**src/inc/timer16_oc_map.svh**
```systemverilog
// Constants of the 16-bit timer output compare block.
// Assumes inclusion by bare name from the inc/ folder.
`ifndef TIMER16_OC_MAP_SVH
`define TIMER16_OC_MAP_SVH

`define WGM_NORMAL      4'h0
`define WGM_CTC_OCR     4'h4
`define WGM_CTC_ICR     4'hc
`define WGM_PWM_PC_OCR  4'hb
`define WGM_PWM_PFC_OCR 4'h9
`define WGM_FAST_OCR    4'hf
`define ACT_NONE        2'h0
`define ACT_TOGGLE      2'h1
`define ACT_CLEAR       2'h2
`define ACT_SET         2'h3
`define COMPARE_RESET   16'h0000
`define OUT_STATE_RESET 1'b0

`endif

```
**src/inc/timer16_oc_pkg.sv**
```systemverilog
// Types shared by the output compare block.
// Assumes timer16_oc_map.svh supplies the numeric constants.
package timer16_oc_pkg;
    typedef logic [15:0] word_t;
    typedef logic [7:0]  byte_t;
    typedef logic [3:0]  wave_mode_t;
    typedef logic [1:0]  action_t;
endpackage : timer16_oc_pkg

```
**src/inc/oc_channel_if.sv**
```systemverilog
// Interface joining the top module to each compare channel.
// Assumes one clock domain; the top drives the shared timing signals.
`timescale 1ns/1ps
`default_nettype none
interface oc_channel_if;
    import timer16_oc_pkg::*;
    logic    wr_low;
    byte_t   wr_byte;
    byte_t   high_latch;
    action_t action;
    logic    irq_enable;
    logic    flag_clear;
    logic    irq_ack;
    logic    force_strobe;
    word_t   compare_value;
    word_t   active_value;
    logic    match;
    logic    compare_match_flag;
    logic    compare_output_state;
    logic    irq;
    modport top (output wr_low, wr_byte, high_latch, action, irq_enable, flag_clear, irq_ack,
                 force_strobe, input compare_value, active_value, match, compare_match_flag,
                 compare_output_state, irq);
    modport chan (input wr_low, wr_byte, high_latch, action, irq_enable, flag_clear, irq_ack,
                  force_strobe, output compare_value, active_value, match, compare_match_flag,
                  compare_output_state, irq);
endinterface : oc_channel_if
`default_nettype wire

```
**src/hdl/oc_channel.sv**
```systemverilog
// One output compare channel: compare register, buffer, flag and output state.
// Assumes the top supplies reset copy, timer tick, TOP/BOTTOM and mode decode.
`timescale 1ns/1ps
`default_nettype none
`include "timer16_oc_map.svh"
module oc_channel
    import timer16_oc_pkg::*;
(
    input  wire logic  clk,
    input  wire logic  rst_n,
    input  wire logic  timer_tick,
    input  wire word_t timer_count,
    input  wire logic  pwm_mode,
    input  wire logic  update_point,
    input  wire logic  match_block,
    input  wire logic  wave_set,
    input  wire logic  wave_clear,
    oc_channel_if.chan ch
);
    word_t buffer_reg;
    word_t active_reg;
    logic  flag_reg;
    logic  state_reg;
    logic  flag_next;
    logic  state_next;

    wire word_t written_word = {ch.high_latch, ch.wr_byte};
    wire logic  raw_match    = (timer_count == active_reg);
    wire logic  tick_match   = timer_tick & raw_match & ~match_block;
    wire logic  forced       = ch.force_strobe & ~pwm_mode;
    wire logic  act_event    = (tick_match & ~pwm_mode) | forced;

    // ***************************************************************
    // Compare registers
    // ***************************************************************
    always_ff @(posedge clk or negedge rst_n) begin
        if (!rst_n) begin
            buffer_reg <= `COMPARE_RESET;
            active_reg <= `COMPARE_RESET;
        end else begin
            // The buffer follows direct writes too, so a later switch to a PWM mode
            // cannot reload a stale value at the first update point.
            if (ch.wr_low) begin
                buffer_reg <= written_word;
            end
            if (ch.wr_low && !pwm_mode) begin
                active_reg <= written_word;
            end else if (pwm_mode && update_point && timer_tick) begin
                active_reg <= buffer_reg;
            end
        end
    end

    // ***************************************************************
    // Match flag and output state
    // ***************************************************************
    always_comb begin
        // A new match beats a clear in the same cycle so no event is lost.
        flag_next = flag_reg;
        if (ch.flag_clear || ch.irq_ack) begin
            flag_next = 1'b0;
        end
        if (tick_match) begin
            flag_next = 1'b1;
        end
        state_next = state_reg;
        if (act_event) begin
            case (ch.action)
                `ACT_TOGGLE: state_next = ~state_reg;
                `ACT_CLEAR:  state_next = 1'b0;
                `ACT_SET:    state_next = 1'b1;
                default:     state_next = state_reg;
            endcase
        end else if (pwm_mode && ch.action != `ACT_NONE) begin
            if (wave_clear) begin
                state_next = 1'b0;
            end else if (wave_set) begin
                state_next = 1'b1;
            end
        end
    end

    always_ff @(posedge clk or negedge rst_n) begin
        if (!rst_n) begin
            flag_reg  <= 1'b0;
            state_reg <= `OUT_STATE_RESET;
        end else begin
            flag_reg  <= flag_next;
            state_reg <= state_next;
        end
    end

    assign ch.compare_value        = pwm_mode ? buffer_reg : active_reg;
    assign ch.active_value         = active_reg;
    assign ch.match                = tick_match;
    assign ch.compare_match_flag   = flag_reg;
    assign ch.compare_output_state = state_reg;
    assign ch.irq                  = flag_reg & ch.irq_enable;
endmodule : oc_channel
`default_nettype wire

```
**src/hdl/timer16_output_compare.sv**
```systemverilog
// Output compare channels A and B of a 16-bit timer with pin override.
// Assumes the counter, prescaler and capture live outside; timer_tick marks timer clock.
`timescale 1ns/1ps
`default_nettype none
`include "timer16_oc_map.svh"
module timer16_output_compare
    import timer16_oc_pkg::*;
(
    input  wire logic       clk,
    input  wire logic       rst_n,
    input  wire logic       timer_tick,
    input  wire word_t      timer_count,
    input  wire logic       timer_count_write,
    input  wire logic       counter_at_top,
    input  wire logic       counter_at_bottom,
    input  wire logic       counting_down,
    input  wire wave_mode_t waveform_mode_select,
    input  wire logic       high_write,
    input  wire byte_t      wr_data,
    input  wire logic       compare_value_low_write_a,
    input  wire logic       compare_value_low_write_b,
    input  wire action_t    compare_output_action_a,
    input  wire action_t    compare_output_action_b,
    input  wire logic       compare_irq_enable_a,
    input  wire logic       compare_irq_enable_b,
    input  wire logic       flag_clear_a,
    input  wire logic       flag_clear_b,
    input  wire logic       irq_ack_a,
    input  wire logic       irq_ack_b,
    input  wire logic       force_compare_strobe_a,
    input  wire logic       force_compare_strobe_b,
    input  wire logic       port_value_a,
    input  wire logic       port_value_b,
    input  wire logic       output_pin_direction_bit_a,
    input  wire logic       output_pin_direction_bit_b,
    output logic            top_from_compare_a,
    output word_t           compare_top_value,
    output word_t           compare_value_a,
    output word_t           compare_value_b,
    output byte_t           compare_value_high_a,
    output byte_t           compare_value_high_b,
    output logic            compare_match_a,
    output logic            compare_match_b,
    output logic            compare_match_flag_a,
    output logic            compare_match_flag_b,
    output logic            compare_irq_a,
    output logic            compare_irq_b,
    output logic            compare_output_state_a,
    output logic            compare_output_state_b,
    output logic            pin_out_a,
    output logic            pin_out_b,
    output logic            pin_oe_a,
    output logic            pin_oe_b
);
    // ***************************************************************
    // Reset release and shared high-byte latch
    // ***************************************************************
    logic  rst_meta_reg;
    logic  rst_sync_reg;
    byte_t high_latch_reg;
    logic  block_reg;

    always_ff @(posedge clk or negedge rst_n) begin
        if (!rst_n) begin
            rst_meta_reg <= 1'b0;
            rst_sync_reg <= 1'b0;
        end else begin
            rst_meta_reg <= 1'b1;
            rst_sync_reg <= rst_meta_reg;
        end
    end

    always_ff @(posedge clk or negedge rst_sync_reg) begin
        if (!rst_sync_reg) begin
            high_latch_reg <= 8'h00;
        end else if (high_write) begin
            high_latch_reg <= wr_data;
        end
    end

    // A count write arms the block until the next timer tick consumes it,
    // so it also holds while the timer clock is stopped.
    always_ff @(posedge clk or negedge rst_sync_reg) begin
        if (!rst_sync_reg) begin
            block_reg <= 1'b0;
        end else if (timer_count_write) begin
            block_reg <= 1'b1;
        end else if (timer_tick) begin
            block_reg <= 1'b0;
        end
    end

    // ***************************************************************
    // Mode decode
    // ***************************************************************
    wire logic non_pwm = (waveform_mode_select == `WGM_NORMAL) ||
                         (waveform_mode_select == `WGM_CTC_OCR) ||
                         (waveform_mode_select == `WGM_CTC_ICR);
    wire logic pwm_mode = ~non_pwm;
    wire logic dual_slope = pwm_mode && (waveform_mode_select[3:2] == 2'b10 || waveform_mode_select[3:2] == 2'b00);
    wire logic pfc_mode = (waveform_mode_select[3:1] == 3'b100);
    // Fast and phase correct modes reload at TOP, phase and frequency correct at BOTTOM.
    wire logic update_point = pfc_mode ? counter_at_bottom : counter_at_top;
    // Single slope: set at BOTTOM (wrap from TOP), dual slope: restored on the way down.
    wire logic base_set  = dual_slope ? (counting_down && counter_at_top) : counter_at_top;
    wire logic match_blk = block_reg & timer_tick;
    wire logic top_a     = (waveform_mode_select == `WGM_CTC_OCR) ||
                           (waveform_mode_select == `WGM_FAST_OCR) ||
                           (waveform_mode_select == `WGM_PWM_PC_OCR) ||
                           (waveform_mode_select == `WGM_PWM_PFC_OCR);

    // ***************************************************************
    // Channels
    // ***************************************************************
    oc_channel_if ch_a ();
    oc_channel_if ch_b ();

    assign ch_a.wr_low       = compare_value_low_write_a;
    assign ch_a.wr_byte      = wr_data;
    assign ch_a.high_latch   = high_latch_reg;
    // The action fields reach only the channels and the pin override, never capture.
    assign ch_a.action       = compare_output_action_a;
    assign ch_a.irq_enable   = compare_irq_enable_a;
    assign ch_a.flag_clear   = flag_clear_a;
    assign ch_a.irq_ack      = irq_ack_a;
    assign ch_a.force_strobe = force_compare_strobe_a;
    assign ch_b.wr_low       = compare_value_low_write_b;
    assign ch_b.wr_byte      = wr_data;
    assign ch_b.high_latch   = high_latch_reg;
    assign ch_b.action       = compare_output_action_b;
    assign ch_b.irq_enable   = compare_irq_enable_b;
    assign ch_b.flag_clear   = flag_clear_b;
    assign ch_b.irq_ack      = irq_ack_b;
    assign ch_b.force_strobe = force_compare_strobe_b;

    // Inverting action (set) swaps the roles of match and base point.
    // The waveform follows the active register, not the buffer that the CPU sees.
    wire logic match_raw_a = ch_a.match;
    wire logic match_raw_b = ch_b.match;
    wire logic inv_a = (compare_output_action_a == `ACT_SET);
    wire logic inv_b = (compare_output_action_b == `ACT_SET);

    oc_channel u_chan_a (
        .clk          (clk),
        .rst_n        (rst_sync_reg),
        .timer_tick   (timer_tick),
        .timer_count  (timer_count),
        .pwm_mode     (pwm_mode),
        .update_point (update_point),
        .match_block  (match_blk),
        .wave_set     (inv_a ? match_raw_a : (base_set && timer_tick)),
        .wave_clear   (inv_a ? (base_set && timer_tick) : match_raw_a),
        .ch           (ch_a.chan)
    );

    oc_channel u_chan_b (
        .clk          (clk),
        .rst_n        (rst_sync_reg),
        .timer_tick   (timer_tick),
        .timer_count  (timer_count),
        .pwm_mode     (pwm_mode),
        .update_point (update_point),
        .match_block  (match_blk),
        .wave_set     (inv_b ? match_raw_b : (base_set && timer_tick)),
        .wave_clear   (inv_b ? (base_set && timer_tick) : match_raw_b),
        .ch           (ch_b.chan)
    );

    // ***************************************************************
    // Outputs and pin override
    // ***************************************************************
    assign top_from_compare_a     = top_a;
    assign compare_top_value      = ch_a.active_value;
    assign compare_value_a        = ch_a.compare_value;
    assign compare_value_b        = ch_b.compare_value;
    assign compare_value_high_a   = ch_a.compare_value[15:8];
    assign compare_value_high_b   = ch_b.compare_value[15:8];
    assign compare_match_a        = ch_a.match;
    assign compare_match_b        = ch_b.match;
    assign compare_match_flag_a   = ch_a.compare_match_flag;
    assign compare_match_flag_b   = ch_b.compare_match_flag;
    assign compare_irq_a          = ch_a.irq;
    assign compare_irq_b          = ch_b.irq;
    assign compare_output_state_a = ch_a.compare_output_state;
    assign compare_output_state_b = ch_b.compare_output_state;
    assign pin_out_a = (|compare_output_action_a) ? ch_a.compare_output_state : port_value_a;
    assign pin_out_b = (|compare_output_action_b) ? ch_b.compare_output_state : port_value_b;
    assign pin_oe_a  = output_pin_direction_bit_a;
    assign pin_oe_b  = output_pin_direction_bit_b;
endmodule : timer16_output_compare
`default_nettype wire

```
**config.mk**
```make
export PLATFORM = sky130hd
export DESIGN_NAME = timer16_output_compare
export DESIGN_NICKNAME = d
export VERILOG_FILES = /design/src/inc/timer16_oc_pkg.sv /design/src/inc/oc_channel_if.sv /design/src/hdl/oc_channel.sv /design/src/hdl/timer16_output_compare.sv
export VERILOG_INCLUDE_DIRS = /design/src /design/src/inc
export SDC_FILE = /design/constraint.sdc
export NUM_CORES = 1
export LEC_CHECK = 0
export BUFFER_PORTS_ARGS = -buffer_cell sky130_fd_sc_hd__buf_2
export CAP_MARGIN = 20
export CORE_ASPECT_RATIO = 0.8
export CORE_MARGIN = 2
export CORE_UTILIZATION = 47
export CTS_CLUSTER_SIZE = 28
export DETAILED_ROUTE_END_ITERATION = 10
export PLACE_DENSITY_LB_ADDON = 0.2
export SETUP_SLACK_MARGIN = 0.2
export SLEW_MARGIN = 40
export SYNTH_ARGS = -nofsm -noshare
export SYNTH_HDL_FRONTEND = slang
export SYNTH_SLANG_ARGS = --single-unit
```
**constraint.sdc**
```tcl
create_clock -name clk -period 2.2 [get_ports clk]
set_input_delay 0.44 -clock clk [delete_from_list [all_inputs] [get_ports clk]]
set_output_delay 0.44 -clock clk [all_outputs]
set_load 0.02 [all_outputs]
```
# Word level (Yosys, flattened, before mapping)
# Cells that the tools add are included.
word_totals:
  input_bits: 54
  word_cells: 110
  out_inout_bits: 77
  register_bits: 79
classes:
  n_mux: 30
  reduce_logical: 34
  bitwise: 17
  n_eq_ne: 17
ops:
  columns: ["cell", "n"]
  rows:
  - ["$mux 16", 6]
  - ["$eq 16x16->1", 2]
  - ["$mux 1", 22]
  - ["$reduce_bool 2->1", 9]
  - ["$eq 4x4->1 const B", 4]
  - ["$and 1x1->1", 11]
  - ["$eq 2x2->1 const B", 5]
  - ["$logic_and 1x1->1", 9]
  - ["$logic_or 1x1->1", 8]
  - ["$ne 4x4->1 const B", 2]
  - ["$pmux 1 s3", 2]
  - ["$reduce_and 3->1", 2]
  - ["$reduce_bool 3->1", 2]
  - ["$eq 2x1->1 const B", 2]
  - ["$eq 4x3->1 const B", 1]
  - ["$logic_not 4->1", 1]
  - ["$not 1->1", 4]
  - ["$reduce_or 2->1", 2]
  - ["$eq 3x3->1 const B", 1]
  - ["$logic_not 2->1", 1]
  - ["$or 1x1->1", 2]

# Logic depth before layout (Yosys ltp)
# Gate-level depths: netlist of run 1.
depth:
  depth_word: 12
  depth_mapped: 8
  ltp_nobuf: 6

# By module
# Synthesis of run 1 repeated with hierarchy kept, for this count alone.
hier_totals:
  hier_cells: 398
  hier_area_um2: 4494.3
by_module_without_submodules:
  columns: ["module", "seq_area_each_um2", "instances", "area_per_inst_um2", "cells_per_inst"]
  rows:
  - ["oc_channel at u_chan_a", 850.8, 1, 1923.1, 163]
  - ["oc_channel at u_chan_b", 850.8, 1, 1871.8, 168]
  - ["timer16_output_compare", 275.3, 1, 699.4, 67]

# Least setup slack after synthesis of run 1
# No wires, ideal clock.
synth_timing:
  kind: "input to output"
  startpoint: "in waveform_mode_select[2]"
  endpoint: "out compare_value_high_a[0]"
  slack_ns: -0.081
  path_buffers: 4
  t_required_ns: 1.760
  arrival_time_ns: 1.841
  path_stages: 8
  cell_sequence: "nand2b_1 -> clkbuf_1 -> and2_1 -> clkbuf_1 -> clkbuf_1 -> nand2_1 -> nand2_1 -> buf_4"
synth_via:
  elab_chain_cells: 4
  elab_cells_between_ends: 6
  classes_between: "eq/ne: 2; mux: 1; reduce/logical: 3"
synth_rtl:
  columns: ["item", "line_no", "rtl"]
  rows:
  - ["start: declaration", "timer16_output_compare.sv:17", "input wire wave_mode_t waveform_mode_select,"]
  - ["$eq 4x3->1 (no source line) / $logic_not 4->1 (equally long branches)", null, null]
  - ["$logic_or 1x1->1", "timer16_output_compare.sv:96", "wire logic non_pwm = (waveform_mode_select == `WGM_NORMAL) ||"]
  - ["$logic_or 1x1->1 *", "timer16_output_compare.sv:96", null]
  - ["$mux 16 *", "oc_channel.sv:93", "assign ch.compare_value = pwm_mode ? buffer_reg : active_reg;"]
  - ["end: declaration", "timer16_output_compare.sv:40", "output byte_t compare_value_high_a,"]
# Every way passes the cells marked *; elsewhere a longest branch is shown, timed or not.

# Worst setup path in the final report of run 1
layout_timing:
  startpoint: "reg u_chan_a.active_reg[11], in the netlist u_chan_a.ch.active_value[11]"
  endpoint: "out compare_match_a"
layout_via:
  elab_chain_cells: 3
layout_rtl:
  columns: ["item", "line_no", "rtl"]
  rows:
  - ["start: declaration", "oc_channel.sv:21", "word_t active_reg;"]
  - ["start signal: assignment", "oc_channel.sv:39", "active_reg <= `COMPARE_RESET;"]
  - ["start signal: assignment", "oc_channel.sv:47", "active_reg <= written_word;"]
  - ["start signal: assignment", "oc_channel.sv:49", "active_reg <= buffer_reg;"]
  - ["$eq 16x16->1", "oc_channel.sv:28", "wire logic raw_match = (timer_count == active_reg);"]
  - ["$and 1x1->1 (2 in series)", "oc_channel.sv:29", "wire logic tick_match = timer_tick & raw_match & ~match_block;"]
  - ["end: declaration", "timer16_output_compare.sv:42", "output logic compare_match_a,"]
# Every way passes these cells.

==> impl_metrics.csv, run 1 <==
group,metric,value,unit
timing,relSlewSlack,0.546,
status,outcome,"complete, but fails checks",
floorplanning,row_count,31,
logic_synthesis,synthDominantCellAreaShare,0.448,
logic_synthesis,yosysTopAreaCell,"dfrtp_1",
timing,worst_slack,-0.391,ns
logic_synthesis,ys_types,37,
placed_design,place_area,5380,sq um
clock_network,clock_path_buffers,2,
power_and_ir_drop,ir_drop,0.542,mV
worst_setup_path,cp.depth,7,
worst_setup_path,r2r_setup_slack,-0.08,ns
clock_network,numCtsBuffers,9,
status,violations,"setup timing",
grt,grt_pass1_wl,19200,um
power_and_ir_drop,power.total,5.11,mW
timing,max_freq,386,MHz
grt,overflow,0,
final_layout,antenna_cells,0,
floorplanning,dieArea,10200,sq um
floorplanning,die_h,90.7,um
worst_setup_path,r2r-end,"u_chan_a.ch.compare_output_state",
detailed_routing,drtIter0Drc,204,
logic_synthesis,synthTopCellsByArea,"dfrtp_1 (45%), mux2_2 (11%), nand2_1 (9.3%)",
logic_synthesis,synth-main-ff-cell,"dfrtp_1",
worst_setup_path,end_kind,"primary output",
final_layout,final_cell_mix,"buf_2 (124), nand2_1 (94), dfrtp_1 (67), buf_4 (43), mux2_2 (42)",
final_layout,drive_above_1_share,0.448,
grt,grt_pass1_vias,3704,
worst_setup_path,critPathMaxStageDelay,0.54,ns
logic_synthesis,ys_warn_count,0,
logic_synthesis,synth_area,4420,sq um
timing,fin_skew,0.00573,ns
timing,min_period,2.59,ns
grt,grt_use_total,0.239,
logic_synthesis,ys_seq_area_frac,0.448,
floorplanning,core_area,9080,sq um
power_and_ir_drop,power.leakage,3.03,nW
logic_synthesis,syn_nets,525,
timing,hold_viol,0,
worst_setup_path,cp.required,1.76,ns
worst_setup_path,crit_family,"simple AND/OR/NAND/NOR gates",
final_layout,fin_nets,673,
worst_setup_path,crit_arrival,2.15,ns
logic_synthesis,syn_inst,471,
clock_network,clk_pin_slew,0.06,ns
floorplanning,ios,131,
clock_network,htreeDepth,3,
worst_setup_path,path_class,"flip-flop to primary output",
worst_setup_path,path_cells,"xor2_1, nor4_1, buf_4, nand4_1, or4_4, inv_4, buf_6",
logic_synthesis,async_reset_ff_frac,1.00,
detailed_routing,viasPerCell,5.29,
timing,setup_viol_count_final,3,
final_layout,final_cell_area,5920,sq um
clock_network,cts.sinks,79,
timing,worst_pin_slew,0.672,ns
detailed_routing,avgRoutedWirePerCell,16.5,um
timing,rsz0062_at_grt,"yes",
worst_setup_path,cp_max_fo,2,
clock_network,cts_tree,"yes",
floorplanning,fp.dieW,112,um
logic_synthesis,synth_enable_flop_cells,0,
worst_hold_path,hold_class,"flip-flop to asynchronous set/reset pin",
placed_design,gp_congestion,0.821,
worst_setup_path,r2r-start,"u_chan_a.ch.active_value[11]",
detailed_routing,drt_wl_total,12200,um
job,timing.max_cap.violations,0,
detailed_routing,drc,0,
detailed_routing,antenna_left,0,
final_layout,final_common_cell,"buf_2",
clock_network,clkLatencyLatePin,0.33,ns
detailed_routing,dr.pass1.iters,7,
timing,finalCritPeriodShare,1.18,
power_and_ir_drop,p_per_area,864,nW/um^2
placed_design,numPortBuffers,126,
placed_design,dp.final_hpwl,8340,um
worst_setup_path,cp_num_buf_inv,3,
detailed_routing,via_count,3906,
worst_setup_path,startpoint_type,"flip-flop",
timing,drv_slew,0,
clock_network,cts_root_buffer,"clkbuf_16",
grt,grt_max_degree,48,
grt,antenna_found_initial,0,
final_layout,area_growth,34.1,%
worst_setup_path,crit_slowest_cell,"or4_4",
logic_synthesis,syn_avg_cell_area,9.37,sq um
logic_synthesis,synth-seq-cells,79,
floorplanning,initial_core_util,0.486,
worst_setup_path,rr_worst_depth,8,
## power breakdown
part,internal [mW],total (mW),switching [mW]
sequential,1.71,1.93,0.227
clock,1.01,1.56,0.548
combinational,0.725,1.62,0.892
total,3.45,5.11,1.67
## kinds of logic after synthesis
group           share of synthesized area
compound gates                     0.0700
buf+inv                            0.0561
mux                                 0.184
simple gates                        0.178
xor+xnor                           0.0635
flops                               0.448
other cells                      0.000849
## layer usage
layer  vias up  GRT usage  share of wire
li1       1865          -              -
met1      1902      0.337           0.45
met2       127      0.384           0.48
met3        12     0.0517          0.055
met4         0     0.0498          0.011
met5         -          0              0
## synth_stat cells, drive strengths merged (3+ instances only)
master,count
nand2,109
dfrtp,79
mux2,42
nor2,38
a21oi,35
mux2i,34
xor2,25
buf,22
clkbuf,20
nand3,7
xnor2,7
and2,5
nor3,5
nor4,5
o21ai,5
a31oi,3
inv,3
nand2b,3
nand4,3
## area by class of cell
class	instances	area, sq um
clock buffer	11	243
tap	115	144
inverter	3	13.8
fill	735	3160
clock inverter	4	70.1
multi-input combinational	347	2320
sequential	79	1990
timing repair buffer	179	1130
## what timing repair did
| item | in CTS | in global routing |
|---|---|---|
| setup endpoints to repair | 33 | 45 |
| endpoints found under the hold margin | 2 | 0 |
| pin swaps | 15 | 4 |
| resized for setup | 15 | 12 |
| cloned | 1 | 1 |
| buffers inserted | 7 | 1 |
| hold buffers | 1 | 0 |
## through the flow
step	utilization	hold slack, ns	worst slack [ns]	setup TNS [ns]	std cells
finish	0.652	0.264	-0.391	-0.575	738
global route	0.652	0.296	-0.517	-0.991	738
CTS	0.645	0.283	-0.415	-0.685	736
detailed placement	0.593	0.227	-0.358	-0.885	712
global placement	0.593	0.227	-0.342	-0.805	712
floorplan	-	0.144	0.117	0	471
## worst max path at each step
stage / from / end / slack, ns
finish: u_chan_a.ch.active_value[11] / compare_match_a / -0.39
global route: u_chan_a.ch.active_value[9] / compare_match_a / -0.52
CTS: u_chan_a.ch.active_value[11] / compare_match_a / -0.41
detailed placement: timer_count[4] / compare_match_a / -0.36
global placement: timer_count[4] / compare_match_a / -0.34
floorplan: u_chan_a.ch.active_value[9] / compare_match_a / 0.12
(Power assumes the default switching activity.)
==> run 2: changes to the inputs <==
--- a/config.mk
+++ b/config.mk
@@ -10,7 +10,7 @@
 export CAP_MARGIN = 20
 export CORE_ASPECT_RATIO = 0.8
 export CORE_MARGIN = 2
-export CORE_UTILIZATION = 47
+export CORE_UTILIZATION = 41
 export CTS_CLUSTER_SIZE = 28
 export DETAILED_ROUTE_END_ITERATION = 10
 export PLACE_DENSITY_LB_ADDON = 0.2
==> impl_metrics.csv, run 2 (synthesis gave the netlist of run 1 again) <==
group,metric,value,unit
status,outcome,"complete, but fails checks",
status,violations,"setup timing",
timing,fin_skew,0.00393,ns
detailed_routing,drc,0,
clock_network,cts_root_buffer,"clkbuf_16",
final_layout,area_growth,34.7,%
placed_design,numPortBuffers,126,
floorplanning,row_count,33,
timing,relSlewSlack,0.605,
timing,hold_viol,0,
final_layout,fin_nets,672,
timing,rsz0062_at_grt,"yes",
grt,top_usage_layer,"met2",
final_layout,drive_above_1_share,0.448,
floorplanning,die_h,96.8,um
clock_network,clk_pin_slew,0.06,ns
clock_network,htreeDepth,3,
worst_setup_path,path_class,"flip-flop to primary output",
grt,grt_util_met1,0.290,
power_and_ir_drop,p_clk_frac,0.327,
power_and_ir_drop,p_sw,1.69,mW
power_and_ir_drop,power.internal,3.56,mW
worst_setup_path,crit_family,"simple AND/OR/NAND/NOR gates",
worst_setup_path,cp_max_fo,2,
timing,worst_slack,-0.460,ns
detailed_routing,drtIter0Drc,200,
grt,grt_max_degree,78,
grt,grt_pass1_wl,19500,um
floorplanning,core_area,10400,sq um
job,timing.max_cap.violations,0,
worst_setup_path,cp_num_buf_inv,3,
timing,setup_viol_count_final,3,
detailed_routing,dr.pass1.iters,4,
final_layout,seq_area,1990,sq um
detailed_routing,via_count,3869,
grt,grt_pass1_vias,3797,
grt,use_met2,0.354,
placed_design,gp_congestion,0.810,
worst_setup_path,r2r-start,"u_chan_a.ch.active_value[11]",
grt,grt_use_total,0.214,
final_layout,final_cells,763,
final_layout,antenna_cells,0,
floorplanning,dieArea,11600,sq um
worst_hold_path,worstHoldStart,"timer_count_write",
power_and_ir_drop,p_sw_frac,0.322,
power_and_ir_drop,combPwrFrac,0.308,
timing,worst_pin_slew,0.586,ns
final_layout,final_cell_mix,"buf_2 (124), nand2_1 (95), dfrtp_1 (67), buf_4 (44), mux2_2 (42)",
timing,drv_slew,0,
placed_design,pre_cts_slack,-0.342,ns
grt,overflow,0,
worst_setup_path,startpoint_type,"flip-flop",
clock_network,numCtsBuffers,9,
worst_setup_path,crit_arrival,2.22,ns
final_layout,multi_input_area,2310,sq um
worst_setup_path,path_cells,"xor2_1, nor4_1, buf_4, nand4_1, or4_4, inv_4, buf_6",
worst_setup_path,critPathMaxStageDelay,0.57,ns
detailed_routing,drt_wl_total,12300,um
placed_design,dp_cells,740,
clock_network,clkLatencyLatePin,0.33,ns
detailed_routing,avgRoutedWirePerCell,16.1,um
worst_hold_path,hold_class,"primary input to flip-flop",
final_layout,nFillCells,947,
placed_design,dp.final_hpwl,8500,um
timing,finalCritPeriodShare,1.21,
clock_network,cts_tree,"yes",
worst_setup_path,startpoint,"u_chan_a.ch.active_value[11]",
power_and_ir_drop,ir_drop,0.581,mV
detailed_routing,antenna_left,0,
worst_setup_path,crit_slowest_cell,"or4_4",
floorplanning,fp.dieW,120,um
floorplanning,initial_core_util,0.426,
floorplanning,ios,131,
timing,max_freq,376,MHz
grt,antenna_found_initial,0,
worst_setup_path,end_kind,"primary output",
detailed_routing,viasPerCell,5.07,
clock_network,clock_path_buffers,2,
timing,min_period,2.66,ns
worst_setup_path,cp.required,1.76,ns
power_and_ir_drop,seqPwrFrac,0.365,
timing,hold_slack,0.291,ns
grt,grt_use_met3,0.0537,
final_layout,final_common_cell,"buf_2",
power_and_ir_drop,p_per_area,884,nW/um^2
power_and_ir_drop,power.leakage,3.01,nW
clock_network,cts.sinks,79,
-- run 2: final cells by class --
cell class | instances | share of cell area
Sequential cell | 79 | 0.335
Inverter | 3 | 0.00231
Multi-Input combinational cell | 347 | 0.388
Timing Repair Buffer | 178 | 0.187
Clock buffer | 10 | 0.0402
Clock inverter | 6 | 0.0181
Tap cell | 140 | 0.0294
-- run 2: final timing paths --
kind	slack (ns)	cells past startpoint	to
min in group asynchronous	0.35	1	u_chan_a.buffer_reg[12]
worst min-delay path	0.29	2	block_reg
worst min register to register	0.35	1	u_chan_a.buffer_reg[12]
worst max register to register	-0.13	8	u_chan_a.ch.compare_output_state
worst max-delay path	-0.46	7	compare_match_a
max in group asynchronous	1.49	1	u_chan_a.ch.active_value[7]
-- run 2: per-layer routing --
metal | up-vias | wire (um)
met5 | - | 0
met4 | 0 | 66
li1 | 1867 | -
met1 | 1881 | 5580
met2 | 115 | 5990
met3 | 6 | 655
-- run 2: power groups by stage --
stage	clock network, mW	registers [mW]	logic, mW
6_report	1.72	1.92	1.62
3_5_place_dp	0	1.94	1.56
3_3_place_gp	0	1.93	1.54
5_1_grt	1.82	1.96	1.75
4_1_cts	1.75	1.91	1.61
2_1_floorplan	0	2.04	0.900
-- run 2: repair_timing --
action | 4_1_cts | 5_1_grt
hold buffers | 1 | 0
endpoints found under the setup margin | 47 | 53
setup buffers | 4 | 1
endpoints found under the hold margin | 2 | 0
gates cloned | 0 | 1
pin swaps | 11 | 8
resized for setup | 10 | 10
-- run 2: per-stage QoR --
| stage | setup TNS (ns) | cell area (sq um) | power (mW) | util |
|---|---|---|---|---|
| floorplan | 0 | 4490 | 2.94 | - |
| global placement | -0.858 | 5450 | 3.46 | 0.526 |
| global route | -1.00 | 5950 | 5.53 | 0.574 |
| detailed placement | -1.04 | 5450 | 3.50 | 0.526 |
| finish | -0.710 | 5950 | 5.26 | 0.574 |
| CTS | -0.727 | 5870 | 5.27 | 0.567 |
==> run 3: changes to the inputs <==
--- a/config.mk
+++ b/config.mk
@@ -9,7 +9,6 @@
 export BUFFER_PORTS_ARGS = -buffer_cell sky130_fd_sc_hd__buf_2
 export CAP_MARGIN = 20
 export CORE_ASPECT_RATIO = 0.8
-export CORE_MARGIN = 2
 export CORE_UTILIZATION = 41
 export CTS_CLUSTER_SIZE = 28
 export DETAILED_ROUTE_END_ITERATION = 10
==> constraint.sdc (replaced) <==
create_clock -name clk -period 2.2 [get_ports clk]
set_input_delay 0.44 -clock clk [delete_from_list [all_inputs] [get_ports clk]]
set_output_delay 0.44 -clock clk [all_outputs]
set_load 0.01 [all_outputs]
==> impl_metrics.csv, run 3 (synthesis gave the netlist of run 1 again) <==
group,metric,value,unit
grt,antenna_found_initial,0,
grt,overflow,0,
worst_setup_path,cp_max_fo,2,
worst_hold_path,hold_class,"flip-flop to asynchronous set/reset pin",
job,timing.max_cap.violations,0,
detailed_routing,viasPerCell,5.09,
final_layout,fin_nets,673,
status,violations,"setup timing",
placed_design,dp.final_hpwl,8540,um
placed_design,gp_congestion,0.774,
floorplanning,core_area,10400,sq um
grt,grt_pass1_wl,19300,um
floorplanning,row_count,33,
detailed_routing,drtIter0Drc,252,
detailed_routing,antenna_left,0,
timing,hold_viol,0,
final_layout,drive_above_1_share,0.404,
clock_network,cts_root_buffer,"clkbuf_16",
worst_setup_path,startpoint_type,"flip-flop",
detailed_routing,via_count,3887,
timing,relSlewSlack,0.503,
placed_design,numPortBuffers,126,
timing,worst_slack,-0.467,ns
power_and_ir_drop,power.total,4.89,mW
worst_setup_path,end_kind,"primary output",
detailed_routing,drt_wl_total,12400,um
detailed_routing,dr.pass1.iters,4,
grt,grt_use_total,0.229,
timing,tns,-0.680,ns
timing,hold_slack,0.276,ns
power_and_ir_drop,seqPwrFrac,0.393,
final_layout,nFillCells,945,
timing,max_freq,375,MHz
floorplanning,fp.dieW,118,um
floorplanning,dieArea,11200,sq um
final_layout,final_cell_area,5860,sq um
timing,setup_viol_count_final,3,
worst_setup_path,path_class,"flip-flop to primary output",
final_layout,antenna_cells,0,
timing,fin_skew,0.00580,ns
worst_setup_path,crit_arrival,2.23,ns
power_and_ir_drop,p_per_area,835,nW/um^2
floorplanning,ios,131,
timing,worst_pin_slew,0.736,ns
worst_setup_path,cp.required,1.76,ns
detailed_routing,avgRoutedWirePerCell,16.3,um
timing,rsz0062_at_grt,"yes",
clock_network,htreeDepth,3,
timing,min_period,2.67,ns
clock_network,clock_path_buffers,2,
final_layout,area_growth,32.7,%
status,outcome,"complete, but fails checks",
floorplanning,initial_core_util,0.426,
clock_network,cts_tree,"yes",
timing,finalCritPeriodShare,1.21,
detailed_routing,drc,0,
power_and_ir_drop,p_sw_frac,0.309,
grt,grt_max_degree,47,
power_and_ir_drop,power.internal,3.38,mW
power_and_ir_drop,power.leakage,3.01,nW
power_and_ir_drop,p_clk_frac,0.317,
clock_network,numCtsBuffers,9,
power_and_ir_drop,combPwrFrac,0.290,
placed_design,place_area,5380,sq um
final_layout,final_cell_mix,"buf_2 (125), nand2_1 (108), dfrtp_1 (78), buf_4 (46), mux2_2 (42)",
clock_network,clkLatencyLatePin,0.34,ns
power_and_ir_drop,ir_drop,0.446,mV
clock_network,clk_pin_slew,0.06,ns
final_layout,final_common_cell,"buf_2",
clock_network,cts.sinks,79,
power_and_ir_drop,p_sw,1.51,mW
floorplanning,die_h,94.8,um
grt,grt_pass1_vias,3676,
timing,drv_slew,0,
## run 3: cell types whose count changed in the layout (fill, tap and decap cells not counted), sizes merged
cell    change
clkinv      -2
bufinv      -2
clkbuf      +3
buf         +1
bufbuf      +1
## run 3: critical path, stage by stage, from the launching register on
cell     delay, ns
dfrtp_1       0.38
xor2_1        0.18
nor4_1        0.43
nand4_1       0.18
or4_4         0.55
inv_2         0.07
buf_6         0.09
## run 3: path summary, 6_finish.rpt
path | from | end | slack, ns | cells past startpoint
min reg2reg | rst_sync_reg | ch_a.high_latch[4] | 0.28 | 0
max in group asynchronous | rst_sync_reg | ch_a.high_latch[1] | 1.32 | 1
max | u_chan_a.ch.active_value[11] | compare_match_a | -0.47 | 6
min in group clk | timer_count_write | block_reg | 0.30 | 2
max reg2reg | u_chan_a.ch.active_value[11] | u_chan_a.ch.compare_output_state | -0.20 | 7
min | rst_sync_reg | ch_a.high_latch[4] | 0.28 | 0
## run 3: timing repair
action                                  4_1_cts  5_1_grt
cloned                                        1        0
endpoints found under the setup margin       23       25
resized for setup                            12        4
hold buffers                                  1        0
pin swaps                                    11        1
hold endpoints to repair                      2        0
buffers inserted                              7        0
## run 3: routing by layer
metal | global-route usage | vias up | part of all wire
met1 | 0.304 | 1898 | 0.48
met4 | 0.0684 | 0 | 0.014
li1 | - | 1867 | -
met5 | 0 | - | 0
met2 | 0.371 | 107 | 0.46
met3 | 0.0550 | 15 | 0.047
## run 3: stage by stage
step | util | std cells | setup WS (ns)
after floorplan | - | 471 | 0.111
after global placement | 0.519 | 739 | -0.394
after detailed placement | 0.519 | 739 | -0.333
after CTS | 0.563 | 764 | -0.463
after global routing | 0.565 | 764 | -0.552
final | 0.565 | 764 | -0.467
## run 3: power by group through the flow
stage / Combinational [mW] / Clock (mW) / Sequential, mW
after floorplan: 0.756 / 0 / 1.97
after global placement: 1.32 / 0 / 1.93
after detailed placement: 1.34 / 0 / 1.95
after CTS: 1.42 / 1.55 / 1.92
after global routing: 1.55 / 1.62 / 1.96
final: 1.42 / 1.55 / 1.92
## run 3: cell type report
type                       instances  area (sq um)  area share
clock buffer                      14           274      0.0468
clock inverter                     2          37.5     0.00641
inverter                           3          11.3     0.00192
multi-input combinational        347          2260       0.387
sequential                        79          1980       0.338
tap                              140           175      0.0299
timing repair buffer             179          1120       0.190
